File: src/include/nfa_pkg.sv
// package: register map, field positions and reset values of the nvm access block
package nfa_pkg;
    // register byte addresses (word aligned)
    localparam logic [7:0] ADDR_CONTROL   = 8'h00;
    localparam logic [7:0] ADDR_UNLOCK    = 8'h04;
    localparam logic [7:0] ADDR_ADDR_LOW  = 8'h08;
    localparam logic [7:0] ADDR_ADDR_HIGH = 8'h0C;
    localparam logic [7:0] ADDR_DATA_LOW  = 8'h10;
    localparam logic [7:0] ADDR_DATA_HIGH = 8'h14;
    localparam logic [7:0] ADDR_IRQ_STAT  = 8'h18;
    localparam logic [7:0] ADDR_IRQ_MASK  = 8'h1C;
    // control register field positions
    localparam int BIT_MEM_SPACE   = 7;
    localparam int BIT_CFG_SPACE   = 6;
    localparam int BIT_LATCH_ONLY  = 5;
    localparam int BIT_ERASE       = 4;
    localparam int BIT_WR_ERROR    = 3;
    localparam int BIT_WR_ENABLE   = 2;
    localparam int BIT_WR_START    = 1;
    localparam int BIT_RD_START    = 0;
    // interrupt status/mask field positions
    localparam int IRQ_WR_DONE     = 0;
    localparam int IRQ_RD_DONE     = 1;
    // unlock pattern
    localparam logic [7:0] UNLOCK_FIRST  = 8'h55;
    localparam logic [7:0] UNLOCK_SECOND = 8'hAA;
    // reset values
    localparam logic [7:0] RST_CONTROL   = 8'h00;
    localparam logic [7:0] RST_BYTE      = 8'h00;
    localparam logic [6:0] RST_ADDR_HIGH = 7'h00;
    localparam logic [5:0] RST_DATA_HIGH = 6'h00;
    localparam logic [1:0] RST_IRQ       = 2'h0;
    // unimplemented bit fill patterns
    localparam logic       ADDR_HIGH_FILL = 1'b1;
    // write operation length in cycles (stands in for the self-timed write)
    localparam logic [3:0] WRITE_CYCLES  = 4'h4;
    typedef enum logic [1:0] {
        NFA_UNL_IDLE,
        NFA_UNL_GOT55,
        NFA_UNL_ARMED
    } nfa_unlock_t;
endpackage

File: src/hw/nfa_core.sv
// nvm access control: wishbone registers, unlock sequencer, read/write start
`timescale 1ns/100ps
// Overview of operation
// - read start only settable by software writes
// - unlock register is write only, no storage
// - control bits: space, cfg, latches, erase, flags
// - address high seven bits, bit7 reads one
// - data high six bits, upper bits zero
// - write start reads zero when idle
module nfa_core (
    input  wire logic        clk_i,
    input  wire logic        rst_i,
    input  wire logic        ce_i,
    input  wire logic        wb_cyc_i,
    input  wire logic        wb_stb_i,
    input  wire logic        wb_we_i,
    input  wire logic [7:0]  wb_adr_i,
    input  wire logic [3:0]  wb_sel_i,
    input  wire logic [31:0] wb_dat_i,
    output logic      [31:0] wb_dat_o,
    output logic             wb_ack_o,
    output logic             wb_err_o,
    output logic             mem_rd_o,
    output logic             mem_wr_o,
    output logic      [14:0] mem_addr_o,
    input  wire logic [13:0] mem_rdata_i,
    output logic             irq_o
);
    // --------------------------------------------------------------
    // bus decode
    // --------------------------------------------------------------
    logic        req;
    logic        wr_req;
    logic        mapped;
    logic [7:0]  wbyte;
    logic        ack_q;
    logic        err_q;

    function automatic logic hit(input logic [7:0] a, input logic [7:0] o);
        return a == o;
    endfunction

    assign req    = wb_cyc_i && wb_stb_i && !ack_q && !err_q && ce_i;
    assign mapped = hit(wb_adr_i, nfa_pkg::ADDR_CONTROL)
                 || hit(wb_adr_i, nfa_pkg::ADDR_UNLOCK)
                 || hit(wb_adr_i, nfa_pkg::ADDR_ADDR_LOW)
                 || hit(wb_adr_i, nfa_pkg::ADDR_ADDR_HIGH)
                 || hit(wb_adr_i, nfa_pkg::ADDR_DATA_LOW)
                 || hit(wb_adr_i, nfa_pkg::ADDR_DATA_HIGH)
                 || hit(wb_adr_i, nfa_pkg::ADDR_IRQ_STAT)
                 || hit(wb_adr_i, nfa_pkg::ADDR_IRQ_MASK);
    // only lane 0 carries the byte registers
    assign wr_req = req && wb_we_i && mapped && wb_sel_i[0];
    assign wbyte  = wb_dat_i[7:0];

    always_ff @(posedge clk_i) begin
        if (rst_i) begin
            ack_q <= 1'b0;
            err_q <= 1'b0;
        end else if (ce_i) begin
            ack_q <= req && mapped;
            err_q <= req && !mapped;
        end
    end
    assign wb_ack_o = ack_q;
    assign wb_err_o = err_q;

    // --------------------------------------------------------------
    // unlock sequencer
    // --------------------------------------------------------------
    nfa_pkg::nfa_unlock_t unl_q;
    logic                 wr_start_req;
    logic                 wr_go;
    logic [7:0]           ctl_q;
    logic                 busy_q;

    assign wr_start_req = wr_req && hit(wb_adr_i, nfa_pkg::ADDR_CONTROL)
                       && wbyte[nfa_pkg::BIT_WR_START];
    // write accepted only right after the full pattern, with enable set
    assign wr_go = wr_start_req && (unl_q == nfa_pkg::NFA_UNL_ARMED)
                && ctl_q[nfa_pkg::BIT_WR_ENABLE]
                && wbyte[nfa_pkg::BIT_WR_ENABLE] && !busy_q;

    // pattern bytes are only compared, never stored
    always_ff @(posedge clk_i) begin
        if (rst_i) begin
            unl_q <= nfa_pkg::NFA_UNL_IDLE;
        end else if (ce_i && wr_req) begin
            if (hit(wb_adr_i, nfa_pkg::ADDR_UNLOCK)) begin
                unique case (unl_q)
                    nfa_pkg::NFA_UNL_IDLE:
                        unl_q <= (wbyte == nfa_pkg::UNLOCK_FIRST)
                               ? nfa_pkg::NFA_UNL_GOT55
                               : nfa_pkg::NFA_UNL_IDLE;
                    nfa_pkg::NFA_UNL_GOT55:
                        unl_q <= (wbyte == nfa_pkg::UNLOCK_SECOND)
                               ? nfa_pkg::NFA_UNL_ARMED
                               : nfa_pkg::NFA_UNL_IDLE;
                    nfa_pkg::NFA_UNL_ARMED:
                        unl_q <= (wbyte == nfa_pkg::UNLOCK_FIRST)
                               ? nfa_pkg::NFA_UNL_GOT55
                               : nfa_pkg::NFA_UNL_IDLE;
                endcase
            end else begin
                // any write to another mapped register breaks the sequence
                unl_q <= nfa_pkg::NFA_UNL_IDLE;
            end
        end
    end

    // --------------------------------------------------------------
    // control register and write timer
    // --------------------------------------------------------------
    logic [3:0] wcnt_q;
    logic       wr_done;
    logic       rd_go;

    assign rd_go   = wr_req && hit(wb_adr_i, nfa_pkg::ADDR_CONTROL)
                  && wbyte[nfa_pkg::BIT_RD_START] && !busy_q;
    assign wr_done = busy_q && (wcnt_q == 4'h1);

    always_ff @(posedge clk_i) begin
        if (rst_i) begin
            busy_q <= 1'b0;
            wcnt_q <= 4'h0;
        end else if (ce_i) begin
            if (wr_go) begin
                busy_q <= 1'b1;
                wcnt_q <= nfa_pkg::WRITE_CYCLES;
            end else if (wr_done) begin
                busy_q <= 1'b0;
                wcnt_q <= 4'h0;
            end else if (busy_q) begin
                wcnt_q <= wcnt_q - 4'h1;
            end
        end
    end

    always_ff @(posedge clk_i) begin
        if (rst_i) begin
            ctl_q <= nfa_pkg::RST_CONTROL;
        end else if (ce_i) begin
            if (wr_req && hit(wb_adr_i, nfa_pkg::ADDR_CONTROL) && !busy_q) begin
                // plain bits 7..4 and 2 follow software
                ctl_q[7:4] <= wbyte[7:4];
                ctl_q[nfa_pkg::BIT_WR_ENABLE] <= wbyte[nfa_pkg::BIT_WR_ENABLE];
                // error flag: software may only clear it
                if (!wbyte[nfa_pkg::BIT_WR_ERROR])
                    ctl_q[nfa_pkg::BIT_WR_ERROR] <= 1'b0;
            end
            // write start set only on a legal attempt
            ctl_q[nfa_pkg::BIT_WR_START] <= wr_go ||
                (busy_q && !wr_done);
            // read start is a one-cycle pulse, zero write ignored
            ctl_q[nfa_pkg::BIT_RD_START] <= rd_go;
        end
    end

    // --------------------------------------------------------------
    // address and data registers
    // --------------------------------------------------------------
    logic [7:0] adl_q;
    logic [6:0] adh_q;
    logic [7:0] dtl_q;
    logic [5:0] dth_q;

    always_ff @(posedge clk_i) begin
        if (rst_i) begin
            adl_q <= nfa_pkg::RST_BYTE;
            adh_q <= nfa_pkg::RST_ADDR_HIGH;
        end else if (ce_i && wr_req && !busy_q) begin
            if (hit(wb_adr_i, nfa_pkg::ADDR_ADDR_LOW))
                adl_q <= wbyte;
            if (hit(wb_adr_i, nfa_pkg::ADDR_ADDR_HIGH))
                adh_q <= wbyte[6:0];
        end
    end

    // read data lands one cycle after the start
    always_ff @(posedge clk_i) begin
        if (rst_i) begin
            dtl_q <= nfa_pkg::RST_BYTE;
            dth_q <= nfa_pkg::RST_DATA_HIGH;
        end else if (ce_i) begin
            if (ctl_q[nfa_pkg::BIT_RD_START]) begin
                dtl_q <= mem_rdata_i[7:0];
                dth_q <= mem_rdata_i[13:8];
            end else if (wr_req && !busy_q) begin
                if (hit(wb_adr_i, nfa_pkg::ADDR_DATA_LOW))
                    dtl_q <= wbyte;
                if (hit(wb_adr_i, nfa_pkg::ADDR_DATA_HIGH))
                    dth_q <= wbyte[5:0];
            end
        end
    end

    assign mem_addr_o = {adh_q, adl_q};
    assign mem_rd_o   = ctl_q[nfa_pkg::BIT_RD_START];
    assign mem_wr_o   = wr_go;

    // --------------------------------------------------------------
    // interrupt status and mask
    // --------------------------------------------------------------
    logic [1:0] ist_q;
    logic [1:0] imk_q;
    logic [1:0] ev;

    assign ev = {ctl_q[nfa_pkg::BIT_RD_START], wr_done};

    // set wins over a same-cycle write-one-to-clear
    always_ff @(posedge clk_i) begin
        if (rst_i) begin
            ist_q <= nfa_pkg::RST_IRQ;
            imk_q <= nfa_pkg::RST_IRQ;
        end else if (ce_i) begin
            if (wr_req && hit(wb_adr_i, nfa_pkg::ADDR_IRQ_STAT))
                ist_q <= (ist_q & ~wbyte[1:0]) | ev;
            else
                ist_q <= ist_q | ev;
            if (wr_req && hit(wb_adr_i, nfa_pkg::ADDR_IRQ_MASK))
                imk_q <= wbyte[1:0];
        end
    end
    assign irq_o = |(ist_q & imk_q);

    // --------------------------------------------------------------
    // read mux
    // --------------------------------------------------------------
    logic [7:0] rbyte;
    always_comb begin
        rbyte = 8'h00;
        unique case (1'b1)
            hit(wb_adr_i, nfa_pkg::ADDR_CONTROL):   rbyte = ctl_q;
            hit(wb_adr_i, nfa_pkg::ADDR_ADDR_LOW):  rbyte = adl_q;
            hit(wb_adr_i, nfa_pkg::ADDR_ADDR_HIGH):
                rbyte = {nfa_pkg::ADDR_HIGH_FILL, adh_q};
            hit(wb_adr_i, nfa_pkg::ADDR_DATA_LOW):  rbyte = dtl_q;
            hit(wb_adr_i, nfa_pkg::ADDR_DATA_HIGH):
                rbyte = {2'h0, dth_q};
            hit(wb_adr_i, nfa_pkg::ADDR_IRQ_STAT):  rbyte = {6'h00, ist_q};
            hit(wb_adr_i, nfa_pkg::ADDR_IRQ_MASK):  rbyte = {6'h00, imk_q};
            default:                                rbyte = 8'h00;
        endcase
    end

    always_ff @(posedge clk_i) begin
        if (rst_i)
            wb_dat_o <= 32'h0000_0000;
        else if (ce_i && req)
            wb_dat_o <= {24'h00_0000, rbyte};
    end
endmodule // nfa_core

File: config.mk
export PLATFORM = sky130hd
export DESIGN_NAME = nfa_core
export DESIGN_NICKNAME = d
export VERILOG_FILES = /design/src/include/nfa_pkg.sv /design/src/hw/nfa_core.sv
export SDC_FILE = /design/constraint.sdc
export NUM_CORES = 1
export LEC_CHECK = 0
export BUFFER_PORTS_ARGS = -buffer_cell sky130_fd_sc_hd__buf_2
export CORE_AREA = 2 2 67 117
export CTS_CLUSTER_SIZE = 28
export DETAILED_ROUTE_END_ITERATION = 8
export DIE_AREA = 0 0 69 119
export PLACE_DENSITY_LB_ADDON = 0.1
export REMOVE_ABC_BUFFERS = 1
export SYNTH_ARGS = -nofsm -noshare
export SYNTH_HDL_FRONTEND = slang
export SYNTH_SLANG_ARGS = --single-unit
File: constraint.sdc
create_clock -name clk_i -period 2.15 [get_ports clk_i]
set_input_delay 0.3225 -clock clk_i [delete_from_list [all_inputs] [get_ports clk_i]]
set_output_delay 0.3225 -clock clk_i [all_outputs]
set_load 0.01 [all_outputs]
## Yosys cells after proc, flatten, opt, wreduce, memory -nomap -nowiden

Index checks and enable logic that the tools add are counted.

- Multiplexer cells: 17
- Equality and inequality tests: 12
- Bitwise gates (word level): 5
- Add/subtract/negate cells: 1
- Reduce and logical (&&, ||, !) cells: 56

Operators with widths:

| operator | count |
|---|---|
| 8-bit case mux with 7 select lines | 1 |
| 8-bit by 5-bit == test with 1-bit output, second input constant | 4 |
| 1-bit logical AND | 26 |
| 8-bit 2-to-1 mux | 3 |
| 6-bit 2-to-1 mux | 3 |
| 8-bit by 4-bit == test with 1-bit output, second input constant | 2 |
| 4-bit 2-to-1 mux | 3 |
| 2-bit AND reduction | 6 |
| 8-bit by 3-bit == test with 1-bit output, second input constant | 1 |
| 8-bit by 7-bit == test with 1-bit output, second input constant | 1 |
| 8-bit == test, second input constant | 1 |
| 8-bit logical NOT | 1 |
| 1-bit logical OR | 8 |
| 2-bit nonzero test | 4 |
| 2-bit 2-to-1 mux | 3 |
| 3-bit AND reduction | 2 |
| 1-bit logical NOT | 5 |
| 2-bit bitwise AND | 2 |
| 4-bit by 1-bit == test with 1-bit output, second input constant | 1 |
| 2-bit bitwise OR | 2 |
| 2-bit case mux with 2 select lines | 1 |
| 2-bit OR reduction | 2 |
| 4-bit by 1-bit subtractor with 4-bit output, second input constant | 1 |
| 1-bit 2-to-1 mux | 3 |
| other kinds (5) | 5 |

- Logic and storage cells: 105
- Register bits: 57
- Bits of input ports: 64

## Depth between registers and ports, before layout

Gate-level depths: netlist (run 1).

- Depth after elaboration: 18
- Mapped depth: 7
- Mapped depth without buffers: 6

## Worst setup path before layout (run 1)

Ideal clock, no wire load.

- Path kind: input-to-reg
- Start point: input wb_adr_i[3]
- End point: register dtl_q[6]
- Slack: 436 ps
- Arrival time: 1635 ps
- Stages on the path: 7
- Required time: 2071 ps
- Cell sequence: buf_2 nor4_2 nand3_1 o21ai_2 buf_6 nor2_1 a211oi_2

- Cells in the longest elaborated chain, start to end: 13
- Elaborated cells on any way between the ends: 21
- Those cells by class: eq/ne (7); reduce/logical (14)

RTL lines:

| element | line | RTL |
|---|---|---|
| start: declaration | nfa_core.sv:17 | `input wire logic [7:0] wb_adr_i,` |
| 8-bit by 3-bit == test with 1-bit output / 8-bit logical NOT (equally long branches) | nfa_core.sv:40 | `return a == o;` |
| 1-bit logical OR | nfa_core.sv:45 | `\|\| hit(wb_adr_i, nfa_pkg::ADDR_UNLOCK)` |
| 1-bit logical OR | nfa_core.sv:46 | `\|\| hit(wb_adr_i, nfa_pkg::ADDR_ADDR_LOW)` |
| 1-bit logical OR | nfa_core.sv:47 | `\|\| hit(wb_adr_i, nfa_pkg::ADDR_ADDR_HIGH)` |
| 1-bit logical OR | nfa_core.sv:48 | `\|\| hit(wb_adr_i, nfa_pkg::ADDR_DATA_LOW)` |
| 1-bit logical OR | nfa_core.sv:49 | `\|\| hit(wb_adr_i, nfa_pkg::ADDR_DATA_HIGH)` |
| 1-bit logical OR | nfa_core.sv:50 | `\|\| hit(wb_adr_i, nfa_pkg::ADDR_IRQ_STAT)` |
| 1-bit logical OR | nfa_core.sv:51 | `\|\| hit(wb_adr_i, nfa_pkg::ADDR_IRQ_MASK);` |
| 1-bit logical AND (2 in series) | nfa_core.sv:53 | `assign wr_req = req && wb_we_i && mapped && wb_sel_i[0];` |
| 1-bit logical AND | nfa_core.sv:188 | `end else if (wr_req && !busy_q) begin` |
| 2-bit nonzero test (no source line) | -- |  |
| 3-bit AND reduction (no source line) * | -- |  |
| end signal: assignment | nfa_core.sv:182 | `dtl_q <= nfa_pkg::RST_BYTE;` |
| end signal: assignment | nfa_core.sv:186 | `dtl_q <= mem_rdata_i[7:0];` |
| end signal: assignment | nfa_core.sv:190 | `dtl_q <= wbyte;` |
| end: declaration | nfa_core.sv:164 | `logic [7:0] dtl_q;` |

Every way passes the cells marked *; elsewhere a longest branch is shown, timed or not.
A chain may end at the register's enable or synchronous reset.

## Worst setup path in the final report (run 1)

- Start point: register err_q (netlist: wb_err_o)
- End point: output mem_wr_o

- Cells in the longest elaborated chain, start to end: 12

RTL lines:

| element | line | RTL |
|---|---|---|
| start: declaration | nfa_core.sv:37 | `logic err_q;` |
| start signal: assignment | nfa_core.sv:62 | `err_q <= req && !mapped;` |
| 1-bit logical NOT | nfa_core.sv:43 | `assign req = wb_cyc_i && wb_stb_i && !ack_q && !err_q && ce_i;` |
| 1-bit logical AND (2 in series) | nfa_core.sv:43 |  |
| 1-bit logical AND (3 in series) | nfa_core.sv:53 |  |
| 1-bit logical AND | nfa_core.sv:77 | `assign wr_start_req = wr_req && hit(wb_adr_i, nfa_pkg::ADDR_CONTROL)` |
| 1-bit logical AND | nfa_core.sv:78 | `&& wbyte[nfa_pkg::BIT_WR_START];` |
| 1-bit logical AND | nfa_core.sv:80 | `assign wr_go = wr_start_req && (unl_q == nfa_pkg::NFA_UNL_ARMED)` |
| 1-bit logical AND | nfa_core.sv:81 | `&& ctl_q[nfa_pkg::BIT_WR_ENABLE]` |
| 1-bit logical AND (2 in series) | nfa_core.sv:82 | `&& wbyte[nfa_pkg::BIT_WR_ENABLE] && !busy_q;` |
| end: declaration | nfa_core.sv:24 | `output logic mem_wr_o,` |

No other way between the ends.

==> results of run 1 <==
[critical path, delay by kind of cell (launching register included)]
| kind | cells | cell delay, ps |
|---|---|---|
| simple gates | 4 | 870 |
| flops | 1 | 330 |
| buf+inv | 1 | 140 |
[logic make-up (layout without fill, tap and decap cells)]
kind of cell / Yosys count / in the layout
multiplexers: 32 / 32
XOR/XNOR: 1 / 1
other: 1 / 24
flip-flops: 57 / 57
AND/OR/NAND/NOR: 121 / 121
AO/OA/AOI/OAI: 88 / 88
adder cells (fa/ha/maj): 2 / 2
buffers and inverters: 48 / 108
[flip-flops by register name (all words and copies together), names as in the netlist]
signal    count
adl_q         8
dtl_q         8
wb_dat_o      8
adh_q         7
ctl_q         7
dth_q         6
wcnt_q        4
imk_q         2
ist_q         2
unl_q         2
busy_q        1
wb_ack_o      1
wb_err_o      1
[routing by layer]
metal	GRT usage [%]	up-vias	part of all wire (%)
met1	24.4	1355	37
met2	40.3	91	54
li1	-	1390	-
met5	0	-	0
met3	4.15	18	4.9
met4	12.0	0	3.7
[area by class of cell]
cell class	count	area (sq um)
multi-input combinational	268	1730
clock inverter	1	5.00
fill	752	3580
sequential	57	1140
tap	88	110
inverter	6	22.5
clock buffer	13	240
timing repair buffer	88	526
[timing repair]
action                                  in CTS  in global routing
gates resized for setup                      0                  2
hold endpoints to repair                     0                  0
endpoints found under the setup margin       0                  1
hold buffers                                 0                  0
[synthesized netlist by cell type, types with 3 or more instances]
master     n  area share [%]
a32oi_1    3            0.86
nor3b_1    5             1.2
a211oi_1  12             2.9
buf_4     24             5.9
a311oi_1   4             1.1
a22oi_1    8             2.0
and3_1     3            0.61
a21oi_1   35             5.7
nor2_1    44             5.4
mux2_2     7             2.6
nand4_1    5             1.0
nor2b_1    7             1.4
nand2_1   21             2.6
o22ai_1    3            0.61
buf_2      4            0.65
clkbuf_1  13             1.6
inv_1      6            0.74
nor3_1     3            0.49
o21ai_0    9             1.5
dfxtp_1   57              37
mux2i_1   24             7.9
nand3_1   11             1.8
[power breakdown]
part	internal, mW	switching, mW
combinational	0.0679	0.132
clock	0.762	0.443
sequential	1.06	0.000890
total	1.89	0.576
[how the worst max path moves through the flow]
stage,start,end,depth (start not counted)
6_report,wb_err_o,mem_wr_o,5
5_1_grt,wb_err_o,mem_wr_o,5
4_1_cts,wb_err_o,mem_wr_o,5
3_5_place_dp,wb_adr_i[5],adh_q[1],7
3_3_place_gp,wb_adr_i[5],adh_q[1],7
2_1_floorplan,wb_err_o,dth_q[0],5
==> results.py, run 1 <==
metrics = {
    "outcome": {
        "status": "finished, final reports clean",
    },
    "timing": {
        "timing.final.ws_setup_ps": 174,
        "skew_ps": 4.69,
        "max-slew-margin-rel_pct": 61.7,
        "fmax_mhz": 506,
        "rsz0062_at_grt": "false",
        "worst_slew_pin_slew_ps": 574,
        "period_share_pct": 91.9,
        "fin_hold_ws_ps": 297,
        "setup_viol": 0,
        "slew_viol_final": 0,
        "tns_ps": 0,
        "fin_crit_ps": 1980,
        "final_hold_viol_count": 0,
    },
    "yosys": {
        "synth_fa_ha_area_share_pct": 0.818,
        "synthCells": 350,
        "yosysWarningCount": 0,
        "avgSynthCellArea_sq_um": 8.74,
        "yosysSeqAreaShare_pct": 37.3,
        "synth_xor_area_share_pct": 0.286,
        "muxShareOfSynthArea_pct": 11.2,
        "netlist_area_sq_um": 3060,
        "yosys_register_bits": 57,
        "synth_edf_count": 0,
        "ys.flop_type": "dfxtp_1",
        "yosys.area_share.simple_pct": 22.3,
        "synth_cell_types": 57,
        "synth_top_family_by_area": "simple AND/OR/NAND/NOR gates",
        "synth_compound_area_share_pct": 18.7,
        "async_reset_ff_share_pct": 0,
    },
    "route": {
        "drc_errors": 0,
        "drtAntennaViolNets": 0,
        "vias_per_cell": 5.48,
        "vias": 2854,
        "avgRoutedWirePerCell_microns": 17.2,
        "drt_wl_total_microns": 8980,
        "drt-pass1-iter-count": 4,
        "drt_iter0_markers": 141,
    },
    "critical_path": {
        "endpoint_kind": "output port",
        "cp_max_fo": 5,
        "crit_arrival_ps": 1650,
        "worstPathRequired_ps": 1830,
        "reg2reg_slack_ps": 390,
        "crit_type": "flop to output port",
        "crit_chain": "nor3b_4 > and4b_2 > nand4_1 > nor2_1 > buf_2",
        "timing.rr.end": "imk_q[0]",
        "start_kind": "flop",
        "rr_startpoint": "wb_err_o",
        "slowest_delay_ps": 340,
        "rr_worst_depth": 6,
        "critical_path.slowest_cell": "and4b_2",
    },
    "global_routing": {
        "grt_pass1_wl_microns": 14300,
        "grt_max_degree": 31,
        "grt_pass1_vias": 2735,
        "grt_overflow": 0,
        "grt_use_total_pct": 22.4,
        "antenna_found_initial": 0,
    },
    "final_layout": {
        "mostFrequentLayoutCell": "buf_2",
        "area_growth_syn_to_layout_pct": 23.4,
        "stdcell_area_sq_um": 3770,
        "mostFrequentLayoutCells": "64 x buf_2, 57 x dfxtp_1, 44 x nor2_1, 35 x a21oi_1",
        "final_core_util_pct": 51.3,
        "fin_nets": 496,
        "diodes": 0,
        "drive_gt1_share_pct": 28.2,
        "stdcell_count": 521,
    },
    "clocking": {
        "tritoncts": "yes",
        "clock_path_buffers": 2,
        "clock-root-buffer": "clkbuf_16",
        "h-tree-depth": 3,
        "clk_pin_slew_ps": 50,
        "clkLatencyLatePin_ps": 320,
        "postCtsSetupBuffers": 0,
        "numCtsBuffers": 9,
        "cts.sinks": 57,
    },
    "power": {
        "max-vdd-ir-drop_uv": 493,
        "p_leak_nw": 1.55,
        "total_power_mw": 2.47,
        "power.density_nw_per_um2": 654,
    },
    "worst_hold_path": {
        "hold_path_startpoint": "wb_dat_i[7]",
        "min-delay-path-class": "primary input to flop",
        "holdPathEnd": "ctl_q[7]",
        "whs_path_depth": 3,
    },
    "floorplan": {
        "die_y_microns": 119,
        "rows": 42,
        "die_area_sq_um": 8210,
        "fp.dieW_microns": 69,
        "io_pins": 116,
        "coreArea_sq_um": 7360,
        "initial_core_util_pct": 41.6,
    },
    "run": {
        "max_cap_viol_count": 0,
    },
    "placement": {
        "gp_congestion": 0.902,
        "dp_hpwl_microns": 6860,
        "placed_area_sq_um": 3520,
        "dpl_worst_slack_ps": 156,
        "place_inst": 507,
        "io_buffers": 64,
    },
}
Power figures use the tool's default switching activity.
==> run 2: changes to the inputs <==
Settings changed: CORE_AREA 2 2 67 117 to 3 3 68 118, DIE_AREA 0 0 69 119 to 0 0 71 121, PLACE_DENSITY from default to 0.7, PLACE_DENSITY_LB_ADDON 0.1 to default.
==> results.py, run 2 (synthesis results as in run 1) <==
metrics = {
    "outcome": {
        "status": "finished, final reports clean",
    },
    "timing": {
        "tns_ps": 0,
        "max-slew-margin-rel_pct": 64.2,
        "fin_crit_ps": 1970,
        "skew_ps": 8.53,
        "fmax_mhz": 508,
        "slew_viol_final": 0,
        "setup_viol": 0,
        "rsz0062_at_grt": "false",
        "final_hold_viol_count": 0,
        "fin_hold_ws_ps": 295,
        "worst_slew_pin_slew_ps": 536,
        "period_share_pct": 91.6,
    },
    "floorplan": {
        "io_pins": 116,
        "rows": 41,
        "coreArea_sq_um": 7180,
        "fp.dieW_microns": 71,
        "die_area_sq_um": 8590,
        "die_y_microns": 121,
        "initial_core_util_pct": 42.6,
    },
    "final_layout": {
        "area_growth_syn_to_layout_pct": 23.8,
        "mostFrequentLayoutCell": "buf_2",
        "final_core_util_pct": 52.7,
        "diodes": 0,
        "top_regs": "adl_q: 8 flops, dtl_q: 8 flops, wb_dat_o: 8 flops",
        "fin_nets": 494,
        "drive_gt1_share_pct": 28.6,
        "mostFrequentLayoutCells": "64 x buf_2, 57 x dfxtp_1, 44 x nor2_1, 35 x a21oi_1",
        "fillCellCount": 677,
    },
    "power": {
        "power.density_nw_per_um2": 676,
        "p_leak_nw": 1.56,
        "max-vdd-ir-drop_uv": 471,
        "total_power_mw": 2.56,
    },
    "clocking": {
        "tritoncts": "yes",
        "clock-root-buffer": "clkbuf_16",
        "postCtsSetupBuffers": 0,
        "cts_hold_buf": 0,
        "numCtsBuffers": 9,
        "ctsResizeCount": 0,
        "h-tree-depth": 3,
        "clkLatencyLatePin_ps": 330,
        "cts.sinks": 57,
        "clk_pin_slew_ps": 50,
        "clock_path_buffers": 2,
    },
    "placement": {
        "gp_congestion": 0.884,
        "dp_hpwl_microns": 6630,
        "io_buffers": 64,
    },
    "route": {
        "drc_errors": 0,
        "drt-pass1-iter-count": 4,
        "avgRoutedWirePerCell_microns": 17.0,
        "drt_iter0_markers": 163,
        "vias_per_cell": 5.50,
        "drtAntennaViolNets": 0,
        "drt_wl_total_microns": 8810,
        "vias": 2854,
    },
    "critical_path": {
        "worstPathRequired_ps": 1830,
        "crit_arrival_ps": 1650,
        "start_kind": "flop",
        "reg2reg_slack_ps": 350,
        "cp_max_fo": 5,
        "endpoint_kind": "output port",
        "crit_type": "flop to output port",
    },
    "global_routing": {
        "grt_max_degree": 35,
        "antenna_found_initial": 0,
        "grt_pass1_wl_microns": 14300,
        "grt_use_total_pct": 21.6,
        "grt_overflow": 0,
        "grt_pass1_vias": 2960,
    },
    "run": {
        "max_cap_viol_count": 0,
    },
    "worst_hold_path": {
        "min-delay-path-class": "primary input to flop",
    },
}
## run 2: metal layers
layer / global-route usage (%) / vias to the layer above / wire [microns]
li1: - / 1387 / -
met1: 21.6 / 1344 / 3150
met2: 38.1 / 95 / 4850
met3: 5.22 / 28 / 433
met4: 15.5 / 0 / 376
met5: 0 / - / 0
## run 2: final timing paths
check,start,to,depth (start not counted)
hold reg to reg,wb_dat_o[7],wb_dat_o[7],2
setup / recovery,wb_err_o,mem_wr_o,5
hold / removal,wb_dat_i[5],ctl_q[5],3
setup reg to reg,wb_err_o,imk_q[1],6
## run 2: worst max-delay path, stage by stage (launching register included)
cell and delay (ps):
dfxtp_1 340, nor3b_4 280, and4b_2 340, nand4_1 120, nor2_1 110, buf_2 130
## run 2: through the flow
stage / cells / worst slack, ps / instance area [sq um]
finish: 519 / 180 / 3780
CTS: 519 / 88.6 / 3780
global route: 519 / 37.8 / 3780
floorplan: 331 / 361 / 2880
detailed placement: 503 / 160 / 3500
global placement: 503 / 195 / 3500
## run 2: final cells by class
cell class | instances | area, sq um | area share, %
multi-input cells | 268 | 1730 | 45.7
flip-flops and latches | 57 | 1140 | 30.1
repair buffers | 86 | 510 | 13.5
clock buffers | 13 | 260 | 6.88
well taps | 86 | 108 | 2.84
inverters | 6 | 22.5 | 0.595
clock inverters | 3 | 15.0 | 0.397
## run 2: power breakdown
| part | internal [mW] | switching (mW) | total [mW] |
|---|---|---|---|
| Sequential | 1.06 | 0.000961 | 1.06 |
| Clock | 0.834 | 0.466 | 1.30 |
| Combinational | 0.0678 | 0.129 | 0.197 |
